--- config.mk ---
export PLATFORM = sky130hd
export DESIGN_NAME = ddss_top
export DESIGN_NICKNAME = d
export VERILOG_FILES = /design/src/ddss_pkg.sv /design/src/ddss_sync2.sv /design/src/ddss_top.sv
export VERILOG_INCLUDE_DIRS = /design/src
export SDC_FILE = /design/constraint.sdc
export NUM_CORES = 1
export LEC_CHECK = 0
export BUFFER_PORTS_ARGS = -buffer_cell sky130_fd_sc_hd__clkbuf_2
export CORE_ASPECT_RATIO = 1.2
export CORE_MARGIN = 2
export CORE_UTILIZATION = 35
export DETAILED_ROUTE_END_ITERATION = 12
export HOLD_SLACK_MARGIN = 0.12
export MAX_ROUTING_LAYER = met4
export SLEW_MARGIN = 10
export SYNTH_ARGS = -nofsm -noshare
export SYNTH_HDL_FRONTEND = slang
export SYNTH_SLANG_ARGS = --single-unit
--- constraint.sdc ---
create_clock -name clock -period 2.26 [get_ports clock]
set_clock_uncertainty 0.2 [all_clocks]
set_input_delay 0.113 -clock clock [delete_from_list [all_inputs] [get_ports clock]]
set_output_delay 0.113 -clock clock [all_outputs]
set_load 0.03 [all_outputs]
--- src/ddss_consts.svh ---
`ifndef DDSS_CONSTS_SVH
`define DDSS_CONSTS_SVH

// register byte offsets
`define DDSS_ADDR_W       6
`define DDSS_OFF_CTRL     6'h00
`define DDSS_OFF_FBSEL    6'h04
`define DDSS_OFF_EXCL     6'h08
`define DDSS_OFF_STATUS   6'h0c
`define DDSS_OFF_DDLY0    6'h10
`define DDSS_OFF_DDLY5    6'h24

// widths and reset values
`define DDSS_NOUT         6
`define DDSS_DLY_W        10
`define DDSS_CNT_W        12
`define DDSS_CTRL_W       7
`define DDSS_CTRL_RST     7'h00
`define DDSS_FBSEL_RST    2'h0
`define DDSS_EXCL_RST     6'h00
`define DDSS_DLY_RST      10'h000

// feedback selector codes
`define DDSS_FB_OUT0      2'h0
`define DDSS_FB_OUT2      2'h1
`define DDSS_FB_OUT4      2'h2
`define DDSS_FB_EXT       2'h3

// sequence timing in distribution cycles, rise delay in half cycles
`define DDSS_ARM_LEN      3
`define DDSS_PULSE_LEN    3
`define DDSS_FORCE_LOW    5
`define DDSS_RISE_HALF    11
`define DDSS_RISE_CYC     ((`DDSS_RISE_HALF + 1) / 2)

`endif

--- src/ddss_pkg.sv ---
package ddss_pkg;

    typedef enum logic [5:0] {
        DDSS_IDLE  = 6'h01,
        DDSS_QUAL1 = 6'h02,
        DDSS_QUAL2 = 6'h04,
        DDSS_ARM   = 6'h08,
        DDSS_PULSE = 6'h10,
        DDSS_HOLD  = 6'h20
    } ddss_state_e;

    typedef struct packed {
        logic out2_power_down;
        logic zero_delay_enable;
        logic loop1_lockloss_holdover_block;
        logic feedback_select_enable;
        logic sync_output_qualify;
        logic sync_polarity_invert;
        logic auto_sync_enable;
    } ddss_ctrl_s;

endpackage : ddss_pkg

--- src/ddss_sync2.sv ---
`timescale 1ns/1ns
module ddss_sync2 #(
    parameter int W = 1
) (
    // clock and reset
    input  wire logic         clock,
    input  wire logic         rst_n,
    // levels
    input  wire logic [W-1:0] async_in,
    output logic      [W-1:0] sync_out
);
    logic [W-1:0] meta_r;

    // first stage feeds only the second
    always_ff @(posedge clock or negedge rst_n) begin
        if (!rst_n) begin
            meta_r   <= '0;
            sync_out <= '0;
        end else begin
            meta_r   <= async_in;
            sync_out <= meta_r;
        end
    end
endmodule : ddss_sync2

--- src/ddss_top.sv ---
// Operation
// - with auto sync on, a delay register write starts a sync by itself.
// - with auto sync off, a pin or polarity toggle requests a sync.
// - a request becomes an internal one-shot; no host timing needed.
// - after latching, wait first then second qualifying falling edge.
// - five cycles after the one-shot begins, synced outputs go low.
// - outputs rise 6 cycles (5.5 rounded up) plus their delay after one-shot ends.
// - sync-excluded outputs keep toggling untouched during a sync.
// - selector code one routes output two to the qualify path.
// - zero-delay mode with feedback select on feeds selected output to loop one divider.
// - with lock-loss block set, loop one unlock raises no holdover.
// - one-shot starts three cycles after qualification, lasts three.
`timescale 1ns/1ns
`include "ddss_consts.svh"
module ddss_top (
    // clock and reset
    input  wire logic                    clock,
    input  wire logic                    rst_n,
    // avalon-mm slave
    input  wire logic [`DDSS_ADDR_W-1:0] address,
    input  wire logic                    read,
    input  wire logic                    write,
    input  wire logic [3:0]              byteenable,
    input  wire logic [31:0]             writedata,
    output logic      [31:0]             readdata,
    output logic                         waitrequest,
    // device pins
    input  wire logic                    sync_pin,
    input  wire logic                    lock_detect,
    input  wire logic                    external_feedback_input,
    // divider bank
    input  wire logic [`DDSS_NOUT-1:0]   div_clk,
    output logic      [`DDSS_NOUT-1:0]   out_clk,
    output logic      [`DDSS_NOUT-1:0]   out_restart,
    // loop one, holdover and one-shot
    output logic                         loop1_feedback_divider,
    output logic                         holdover_request,
    output logic                         sync_pulse
);
    ddss_pkg::ddss_ctrl_s              ctrl_r;
    ddss_pkg::ddss_state_e             state_r;
    logic [1:0]                        fbsel_r;
    logic [`DDSS_NOUT-1:0]             excl_r;
    logic [`DDSS_DLY_W-1:0]            ddly_r [`DDSS_NOUT];
    logic [`DDSS_NOUT-1:0]             gate_r;
    logic [`DDSS_CNT_W-1:0]            cnt_r;
    logic                              pend_r;
    logic                              req_prev_r;
    logic                              qclk_prev_r;
    logic [2:0]                        pins_s;
    logic                              sync_s;
    logic                              lock_s;
    logic                              extfb_s;
    logic                              acc;
    logic                              wr_acc;
    logic                              req_lvl;
    logic                              toggle;
    logic                              ddly_wr;
    logic                              qclk;
    logic                              qfall;

    ddss_sync2 #(.W(3)) u_sync (
        .clock    (clock),
        .rst_n    (rst_n),
        .async_in ({external_feedback_input, lock_detect, sync_pin}),
        .sync_out (pins_s)
    );
    assign sync_s  = pins_s[0];
    assign lock_s  = pins_s[1];
    assign extfb_s = pins_s[2];

    function automatic logic [31:0] merge_be(input logic [31:0] old_v,
                                             input logic [31:0] new_v,
                                             input logic [3:0]  be);
        logic [31:0] m;
        m = old_v;
        for (int b = 0; b < 4; b++) begin
            if (be[b]) begin
                m[b*8 +: 8] = new_v[b*8 +: 8];
            end
        end
        return m;
    endfunction : merge_be

    function automatic logic fb_mux(input logic [1:0]            sel,
                                    input logic [`DDSS_NOUT-1:0] clk,
                                    input logic                  ext);
        logic r;
        case (sel)
            `DDSS_FB_OUT0: r = clk[0];
            `DDSS_FB_OUT2: r = clk[2];
            `DDSS_FB_OUT4: r = clk[4];
            default:       r = ext;
        endcase
        return r;
    endfunction : fb_mux

    function automatic logic is_ddly(input logic [`DDSS_ADDR_W-1:0] a);
        return a >= `DDSS_OFF_DDLY0 && a <= `DDSS_OFF_DDLY5 &&
               a[1:0] == 2'h0;
    endfunction : is_ddly

    // one cycle of wait on every access keeps decode off the bus path
    assign acc    = (read | write) & waitrequest;
    assign wr_acc = write & ~waitrequest;

    always_ff @(posedge clock or negedge rst_n) begin
        if (!rst_n) begin
            waitrequest <= 1'b1;
        end else begin
            waitrequest <= ~acc;
        end
    end

    always_ff @(posedge clock or negedge rst_n) begin
        if (!rst_n) begin
            readdata <= 32'h0000_0000;
        end else if (read & acc) begin
            readdata <= 32'h0000_0000;
            case (address)
                `DDSS_OFF_CTRL:   readdata[`DDSS_CTRL_W-1:0] <= ctrl_r;
                `DDSS_OFF_FBSEL:  readdata[1:0] <= fbsel_r;
                `DDSS_OFF_EXCL:   readdata[`DDSS_NOUT-1:0] <= excl_r;
                `DDSS_OFF_STATUS: readdata[19:0] <=
                    {lock_s, pend_r, gate_r, state_r, out_clk};
                default: begin
                    if (is_ddly(address)) begin
                        readdata[`DDSS_DLY_W-1:0] <=
                            ddly_r[3'(address[4:2] - 3'h4)];
                    end
                end
            endcase
        end
    end

    // control registers
    always_ff @(posedge clock or negedge rst_n) begin
        if (!rst_n) begin
            ctrl_r  <= `DDSS_CTRL_RST;
            fbsel_r <= `DDSS_FBSEL_RST;
            excl_r  <= `DDSS_EXCL_RST;
        end else if (wr_acc) begin
            case (address)
                `DDSS_OFF_CTRL:  ctrl_r <= `DDSS_CTRL_W'(merge_be(
                    32'(ctrl_r), writedata, byteenable));
                `DDSS_OFF_FBSEL: fbsel_r <= 2'(merge_be(
                    32'(fbsel_r), writedata, byteenable));
                `DDSS_OFF_EXCL:  excl_r <= `DDSS_NOUT'(merge_be(
                    32'(excl_r), writedata, byteenable));
                default: ;
            endcase
        end
    end

    // per-output digital delay counts
    assign ddly_wr = wr_acc & is_ddly(address);

    always_ff @(posedge clock or negedge rst_n) begin
        if (!rst_n) begin
            for (int i = 0; i < `DDSS_NOUT; i++) begin
                ddly_r[i] <= `DDSS_DLY_RST;
            end
        end else if (ddly_wr) begin
            ddly_r[3'(address[4:2] - 3'h4)] <= `DDSS_DLY_W'(merge_be(
                32'(ddly_r[3'(address[4:2] - 3'h4)]), writedata,
                byteenable));
        end
    end

    // request detection; polarity write and pin both land here
    assign req_lvl = sync_s ^ ctrl_r.sync_polarity_invert;
    assign toggle  = req_lvl ^ req_prev_r;

    always_ff @(posedge clock or negedge rst_n) begin
        if (!rst_n) begin
            req_prev_r <= 1'b0;
        end else begin
            req_prev_r <= req_lvl;
        end
    end

    // set wins over the clear taken when the sequence starts
    always_ff @(posedge clock or negedge rst_n) begin
        if (!rst_n) begin
            pend_r <= 1'b0;
        end else if (ddly_wr & ctrl_r.auto_sync_enable) begin
            pend_r <= 1'b1;
        end else if (toggle & ~ctrl_r.auto_sync_enable) begin
            pend_r <= 1'b1;
        end else if (state_r == ddss_pkg::DDSS_IDLE) begin
            pend_r <= 1'b0;
        end
    end

    // qualifying clock, output two on code one
    assign qclk  = ctrl_r.feedback_select_enable &
                   fb_mux(fbsel_r, div_clk, extfb_s);
    assign qfall = qclk_prev_r & ~qclk;

    always_ff @(posedge clock or negedge rst_n) begin
        if (!rst_n) begin
            qclk_prev_r <= 1'b0;
        end else begin
            qclk_prev_r <= qclk;
        end
    end

    // sequencer; counter runs from the one-shot start to release
    always_ff @(posedge clock or negedge rst_n) begin
        if (!rst_n) begin
            state_r <= ddss_pkg::DDSS_IDLE;
            cnt_r   <= '0;
        end else begin
            case (state_r)
                ddss_pkg::DDSS_IDLE: begin
                    cnt_r <= '0;
                    if (pend_r) begin
                        state_r <= ctrl_r.sync_output_qualify ?
                            ddss_pkg::DDSS_QUAL1 : ddss_pkg::DDSS_ARM;
                    end
                end
                ddss_pkg::DDSS_QUAL1: begin
                    if (qfall) begin
                        state_r <= ddss_pkg::DDSS_QUAL2;
                    end
                end
                ddss_pkg::DDSS_QUAL2: begin
                    if (qfall) begin
                        state_r <= ddss_pkg::DDSS_ARM;
                    end
                end
                ddss_pkg::DDSS_ARM: begin
                    cnt_r <= cnt_r + 1'b1;
                    if (cnt_r == `DDSS_CNT_W'(`DDSS_ARM_LEN - 1)) begin
                        state_r <= ddss_pkg::DDSS_PULSE;
                        cnt_r   <= '0;
                    end
                end
                ddss_pkg::DDSS_PULSE: begin
                    cnt_r <= cnt_r + 1'b1;
                    if (cnt_r == `DDSS_CNT_W'(`DDSS_PULSE_LEN - 1)) begin
                        state_r <= ddss_pkg::DDSS_HOLD;
                    end
                end
                ddss_pkg::DDSS_HOLD: begin
                    cnt_r <= cnt_r + 1'b1;
                    if (cnt_r > `DDSS_CNT_W'(`DDSS_FORCE_LOW) &&
                        gate_r == '0) begin
                        state_r <= ddss_pkg::DDSS_IDLE;
                    end
                end
                default: begin
                    state_r <= ddss_pkg::DDSS_IDLE;
                    cnt_r   <= '0;
                end
            endcase
        end
    end

    always_ff @(posedge clock or negedge rst_n) begin
        if (!rst_n) begin
            sync_pulse <= 1'b0;
        end else if (state_r == ddss_pkg::DDSS_ARM &&
                     cnt_r == `DDSS_CNT_W'(`DDSS_ARM_LEN - 1)) begin
            sync_pulse <= 1'b1;
        end else if (state_r == ddss_pkg::DDSS_PULSE &&
                     cnt_r == `DDSS_CNT_W'(`DDSS_PULSE_LEN - 1)) begin
            sync_pulse <= 1'b0;
        end
    end

    // output gating; 5.5 cycles round up to whole cycles
    function automatic logic [`DDSS_CNT_W-1:0] rel_cnt(
        input logic [`DDSS_DLY_W-1:0] d);
        return `DDSS_CNT_W'(`DDSS_PULSE_LEN + `DDSS_RISE_CYC - 1) +
               `DDSS_CNT_W'(d);
    endfunction : rel_cnt

    always_ff @(posedge clock or negedge rst_n) begin
        if (!rst_n) begin
            gate_r      <= '0;
            out_restart <= '0;
        end else begin
            out_restart <= '0;
            for (int i = 0; i < `DDSS_NOUT; i++) begin
                if (excl_r[i]) begin
                    gate_r[i] <= 1'b0;
                end else if ((state_r == ddss_pkg::DDSS_PULSE ||
                              state_r == ddss_pkg::DDSS_HOLD) &&
                             cnt_r == `DDSS_CNT_W'(`DDSS_FORCE_LOW - 1))
                begin
                    gate_r[i] <= 1'b1;
                end else if (gate_r[i] && cnt_r == rel_cnt(ddly_r[i]))
                begin
                    gate_r[i]      <= 1'b0;
                    out_restart[i] <= 1'b1;
                end
            end
        end
    end

    always_ff @(posedge clock or negedge rst_n) begin
        if (!rst_n) begin
            out_clk <= '0;
        end else begin
            out_clk <= div_clk & ~gate_r;
        end
    end

    // zero-delay feedback into loop one divider
    always_ff @(posedge clock or negedge rst_n) begin
        if (!rst_n) begin
            loop1_feedback_divider <= 1'b0;
        end else begin
            loop1_feedback_divider <= ctrl_r.zero_delay_enable &
                ctrl_r.feedback_select_enable &
                fb_mux(fbsel_r, div_clk, extfb_s);
        end
    end

    // delay steps disturb lock; the block bit hides that from holdover
    always_ff @(posedge clock or negedge rst_n) begin
        if (!rst_n) begin
            holdover_request <= 1'b0;
        end else begin
            holdover_request <= ~lock_s &
                ~ctrl_r.loop1_lockloss_holdover_block;
        end
    end

    property p_auto_sync;
        @(posedge clock) disable iff (!rst_n)
        (ddly_wr && ctrl_r.auto_sync_enable) |=> pend_r;
    endproperty
    a_auto_sync: assert property (p_auto_sync)
        else $error("delay write with auto sync did not request");

    property p_manual_sync;
        @(posedge clock) disable iff (!rst_n)
        (toggle && !ctrl_r.auto_sync_enable) |=> pend_r;
    endproperty
    a_manual_sync: assert property (p_manual_sync)
        else $error("toggle did not request a sync");

    property p_pulse_width;
        @(posedge clock) disable iff (!rst_n)
        $rose(sync_pulse) |-> sync_pulse [*3] ##1 !sync_pulse;
    endproperty
    a_pulse_width: assert property (p_pulse_width)
        else $error("one-shot width wrong");

    property p_two_edges;
        @(posedge clock) disable iff (!rst_n)
        (state_r == ddss_pkg::DDSS_QUAL1 && qfall) |=>
            state_r == ddss_pkg::DDSS_QUAL2;
    endproperty
    a_two_edges: assert property (p_two_edges)
        else $error("first qualifying edge not taken");

    property p_force_low;
        @(posedge clock) disable iff (!rst_n)
        ($rose(sync_pulse) && $stable(excl_r)) |->
            ##5 (gate_r == ~excl_r);
    endproperty
    a_force_low: assert property (p_force_low)
        else $error("outputs not forced low five cycles after one-shot");

    property p_release;
        @(posedge clock) disable iff (!rst_n)
        $fell(gate_r[2]) && !excl_r[2] |->
            $past(cnt_r) == rel_cnt(ddly_r[2]);
    endproperty
    a_release: assert property (p_release)
        else $error("output two released at wrong count");

    property p_exclude;
        @(posedge clock) disable iff (!rst_n)
        excl_r[0] |=> !gate_r[0] && out_clk[0] == $past(div_clk[0]);
    endproperty
    a_exclude: assert property (p_exclude)
        else $error("excluded output disturbed");

    property p_fb_out2;
        @(posedge clock) disable iff (!rst_n)
        (ctrl_r.zero_delay_enable && ctrl_r.feedback_select_enable &&
         fbsel_r == `DDSS_FB_OUT2) |=>
            loop1_feedback_divider == $past(div_clk[2]);
    endproperty
    a_fb_out2: assert property (p_fb_out2)
        else $error("feedback selector did not route output two");

    property p_holdover_block;
        @(posedge clock) disable iff (!rst_n)
        ctrl_r.loop1_lockloss_holdover_block |=> !holdover_request;
    endproperty
    a_holdover_block: assert property (p_holdover_block)
        else $error("holdover raised while blocked");

    property p_arm_delay;
        @(posedge clock) disable iff (!rst_n)
        $rose(state_r == ddss_pkg::DDSS_ARM) |-> ##3 $rose(sync_pulse);
    endproperty
    a_arm_delay: assert property (p_arm_delay)
        else $error("one-shot not three cycles after qualification");

    property p_detect;
        @(posedge clock) disable iff (!rst_n)
        (req_lvl != $past(req_lvl) && !ctrl_r.auto_sync_enable &&
         !$past(ctrl_r.auto_sync_enable)) |=> pend_r;
    endproperty
    a_detect: assert property (p_detect)
        else $error("xor change missed");

endmodule : ddss_top

==> qor.csv <==
metric;value;unit
total gr overflow;0;
CP max-delay cell;or4_4;
Max H-tree Level;4;
total number of vias;6953;
post-synthesis register bit count;144;
Main synth FF type;dfrtp_1;
first-pass GRT wire length;40100;um
initial antenna violation count;0;
Die X;146;um
Pre-antenna DRT Iters;4;
Post-DP Area;0.00996;mm2
DR iter-0 viols;562;
synth top area cells;dfrtp_1 (42%), mux2_2 (12%), xnor2_1 (4.9%);
Worst setup SP type;flip-flop;
CP bufs+invs;1;
post-route cell area;0.0109;mm2
DR vias/cell;5.30;
Peak supply drop;0.000459;V
Post-Synth Adder-Cell Area;0.0163;
worst-margin pin slew;0.538;ns
HP Class;in2reg;
setup_tns;0;ns
Final WS setup;0.0495;ns
CP cell instances;or4_4 -> or3_4 -> o21ai_0 -> buf_4 -> a41oi_1 -> a31oi_1;
maximum fanout along the worst path;11;
number of global-route vias before repair;6985;
Final Critical Period;2.21;ns
pre-CTS WS;-0.138;ns
PD cells;615;mW/mm2
post-synth cell types;64;
GP Congestion;0.909;
final net count;1048;
Final Max Tran Viols;0;
Synth Area in Compound Gates;0.118;
flop2flop setup slack;0.05;ns
# diodes;0;
core area;0.0238;mm2
worst r2r path cells;6;
syn_area_per_cell;10.5;um2
Worst slew margin;0.641;
crit end category;flip-flop;
Yosys top cell by area;dfrtp_1;
insertion delay to the later sink of the worst-skew pair;0.43;ns
final setup fails;0;
Hold Violations, Final;0;
crit-path max cell delay;0.53;ns
Synth Instances;805;
CP top delay family;simple AND/OR/NAND/NOR gates;
Syn-to-layout area delta;29.3;%
I/O Buffers;66;
CTS Buf Count;17;
CTS tree;done;
final worst-path cycle share;0.978;
DRC errors left;0;
CTS root buf;clkbuf_16;
row count;62;
die outline height;174;um
number of synthesized flops with an enable pin;0;
sequential element share of the synthesized area;0.426;
FMAX;452;MHz
Initial Utilization;0.355;
mux contribution to synthesized area;0.165;
max_cap viols;0;
fill cell count;2215;
routed len/inst;19.4;um
Fin Hold WS;0.142;ns
top-area cell type share of the netlist area;0.420;
maximum clock path buffer count;2;
largest net degree at the start of global routing;55;
warnings from Yosys;0;
I/O Pins;103;
crit path DAT;2.35;ns
Worst Path Required;2.40;ns
DRT Wirelength;25500;um
main combinational cell family by area after synthesis;multiplexers;
unrepaired setup endpoints after global routing;true;
clock slew at reported path FFs;0.06;ns
clk sinks;144;
asr flop ratio synth;1.00;
Critical Path Stages;6;
Synth Cell Area;0.00846;mm2
WHS Path Cells;6;
Die ar.;0.0254;mm2
simple-gate share of the synthesized area;0.153;
remaining antenna violation count;0;
HPWL after DPL;19100;um
GRT Total Usage;0.212;
layout cells sized above 1;0.346;
LEAKAGE;0.00506;uW
status;finished, final reports clean;
Crit Path Class;reg2reg;
Synth Area in XOR/XNOR;0.0818;
==> report_power, final <==
part | switching (uW) | internal [uW]
logic | 659 | 511
registers | 108 | 2690
clock network | 1090 | 1670
==> cell usage after synthesis (13+ instances only) <==
cell type and count:
nand3_1 36, a22o_1 20, o21ai_0 40, clkbuf_1 30, nor2_1 35, dfrtp_1 142
xor2_1 32, inv_1 16, mux2_2 88, mux4_2 13, nand2_1 56, xnor2_1 47
nor2b_1 24, a21oi_1 23
==> tightest hold or removal path, cell delays in order <==
cell and delay [ns]:
clkbuf_2 0.11, a211oi_2 0.06, buf_4 0.13, buf_4 0.18
nand2_1 0.06, o21ai_0 0.06
==> metrics by stage <==
step	total power [uW]	instances	util
3_5_place_dp	3910	1257	0.418
5_1_grt	6980	1313	0.459
6_report	6730	1313	0.459
2_1_floorplan	3430	816	-
4_1_cts	6720	1312	0.454
3_3_place_gp	3900	1257	0.418
==> final cells by class <==
type | instances | area (um2) | share of cell area
Inverter | 16 | 60.1 | 0.00549
Tap cell | 320 | 400 | 0.0366
Clock inverter | 10 | 114 | 0.0104
Multi-Input combinational cell | 598 | 4700 | 0.430
Timing Repair Buffer | 205 | 1590 | 0.146
Sequential cell | 144 | 3610 | 0.330
Clock buffer | 20 | 457 | 0.0418
==> worst paths after layout <==
| check | from | endpoint |
|---|---|---|
| max | state_r[1] | cnt_r[10] |
| min | address[1] | readdata[9] |
| max reg2reg | state_r[1] | cnt_r[10] |
| min reg2reg | u_sync.meta_r[0] | u_sync.sync_out[0] |
| max in group asynchronous | rst_n | gate_r[1] |
| min in group asynchronous | rst_n | readdata[15] |
==> metal layers <==
metal	vias up	part of all wire	track usage
li1	3268	-	-
met1	3424	0.41	0.249
met2	211	0.51	0.353
met3	50	0.040	0.0325
met4	0	0.044	0.108
met5	-	0	-
==> cells by family after synthesis <==
logic type	count (synthesis)
buf+inv	74
flops	144
other cells	1
xor+xnor	79
fa+ha+maj	11
simple gates	236
mux	112
compound gates	148
==> cell usage in the layout, fill, tap and decap left out, types with 16 or more instances in the layout <==
| master | synthesis | routed |
|---|---|---|
| dfrtp_1 | 142 | 138 |
| buf_4 | 12 | 102 |
| mux2_2 | 88 | 86 |
| clkbuf_2 | 1 | 65 |
| nand2_1 | 56 | 56 |
| xnor2_1 | 47 | 47 |
| nand3_1 | 36 | 36 |
| nor2_1 | 35 | 35 |
| o21ai_0 | 40 | 35 |
| xor2_1 | 32 | 32 |
| dlygate4sd3_1 | 0 | 25 |
| nor2b_1 | 24 | 23 |
| a21oi_1 | 23 | 23 |
| a22o_1 | 20 | 20 |
| clkbuf_16 | 0 | 17 |
| inv_1 | 16 | 16 |
==> sequential cells by signal (all words and copies together) (netlist names) <==
register                count
holdover_request            1
ddly_r                     60
ctrl_r                      7
req_prev_r                  1
state_r                     6
fbsel_r                     2
u_sync.sync_out             3
sync_pulse                  1
out_restart                 6
qclk_prev_r                 1
loop1_feedback_divider      1
excl_r                      6
u_sync.meta_r               3
waitrequest                 1
readdata                   20
out_clk                     6
pend_r                      1
cnt_r                      12
gate_r                      6
==> what timing repair did <==
| item | 4_1_cts | 5_1_grt |
|---|---|---|
| hold buffers | 25 | 0 |
| setup endpoints to repair | 7 | 33 |
| resized for setup | 8 | 27 |
| buffers inserted | 0 | 1 |
| endpoints found under the hold margin | 230 | 0 |
| pin swaps | 1 | 6 |
No activity file was read; power rests on OpenSTA's default activity.
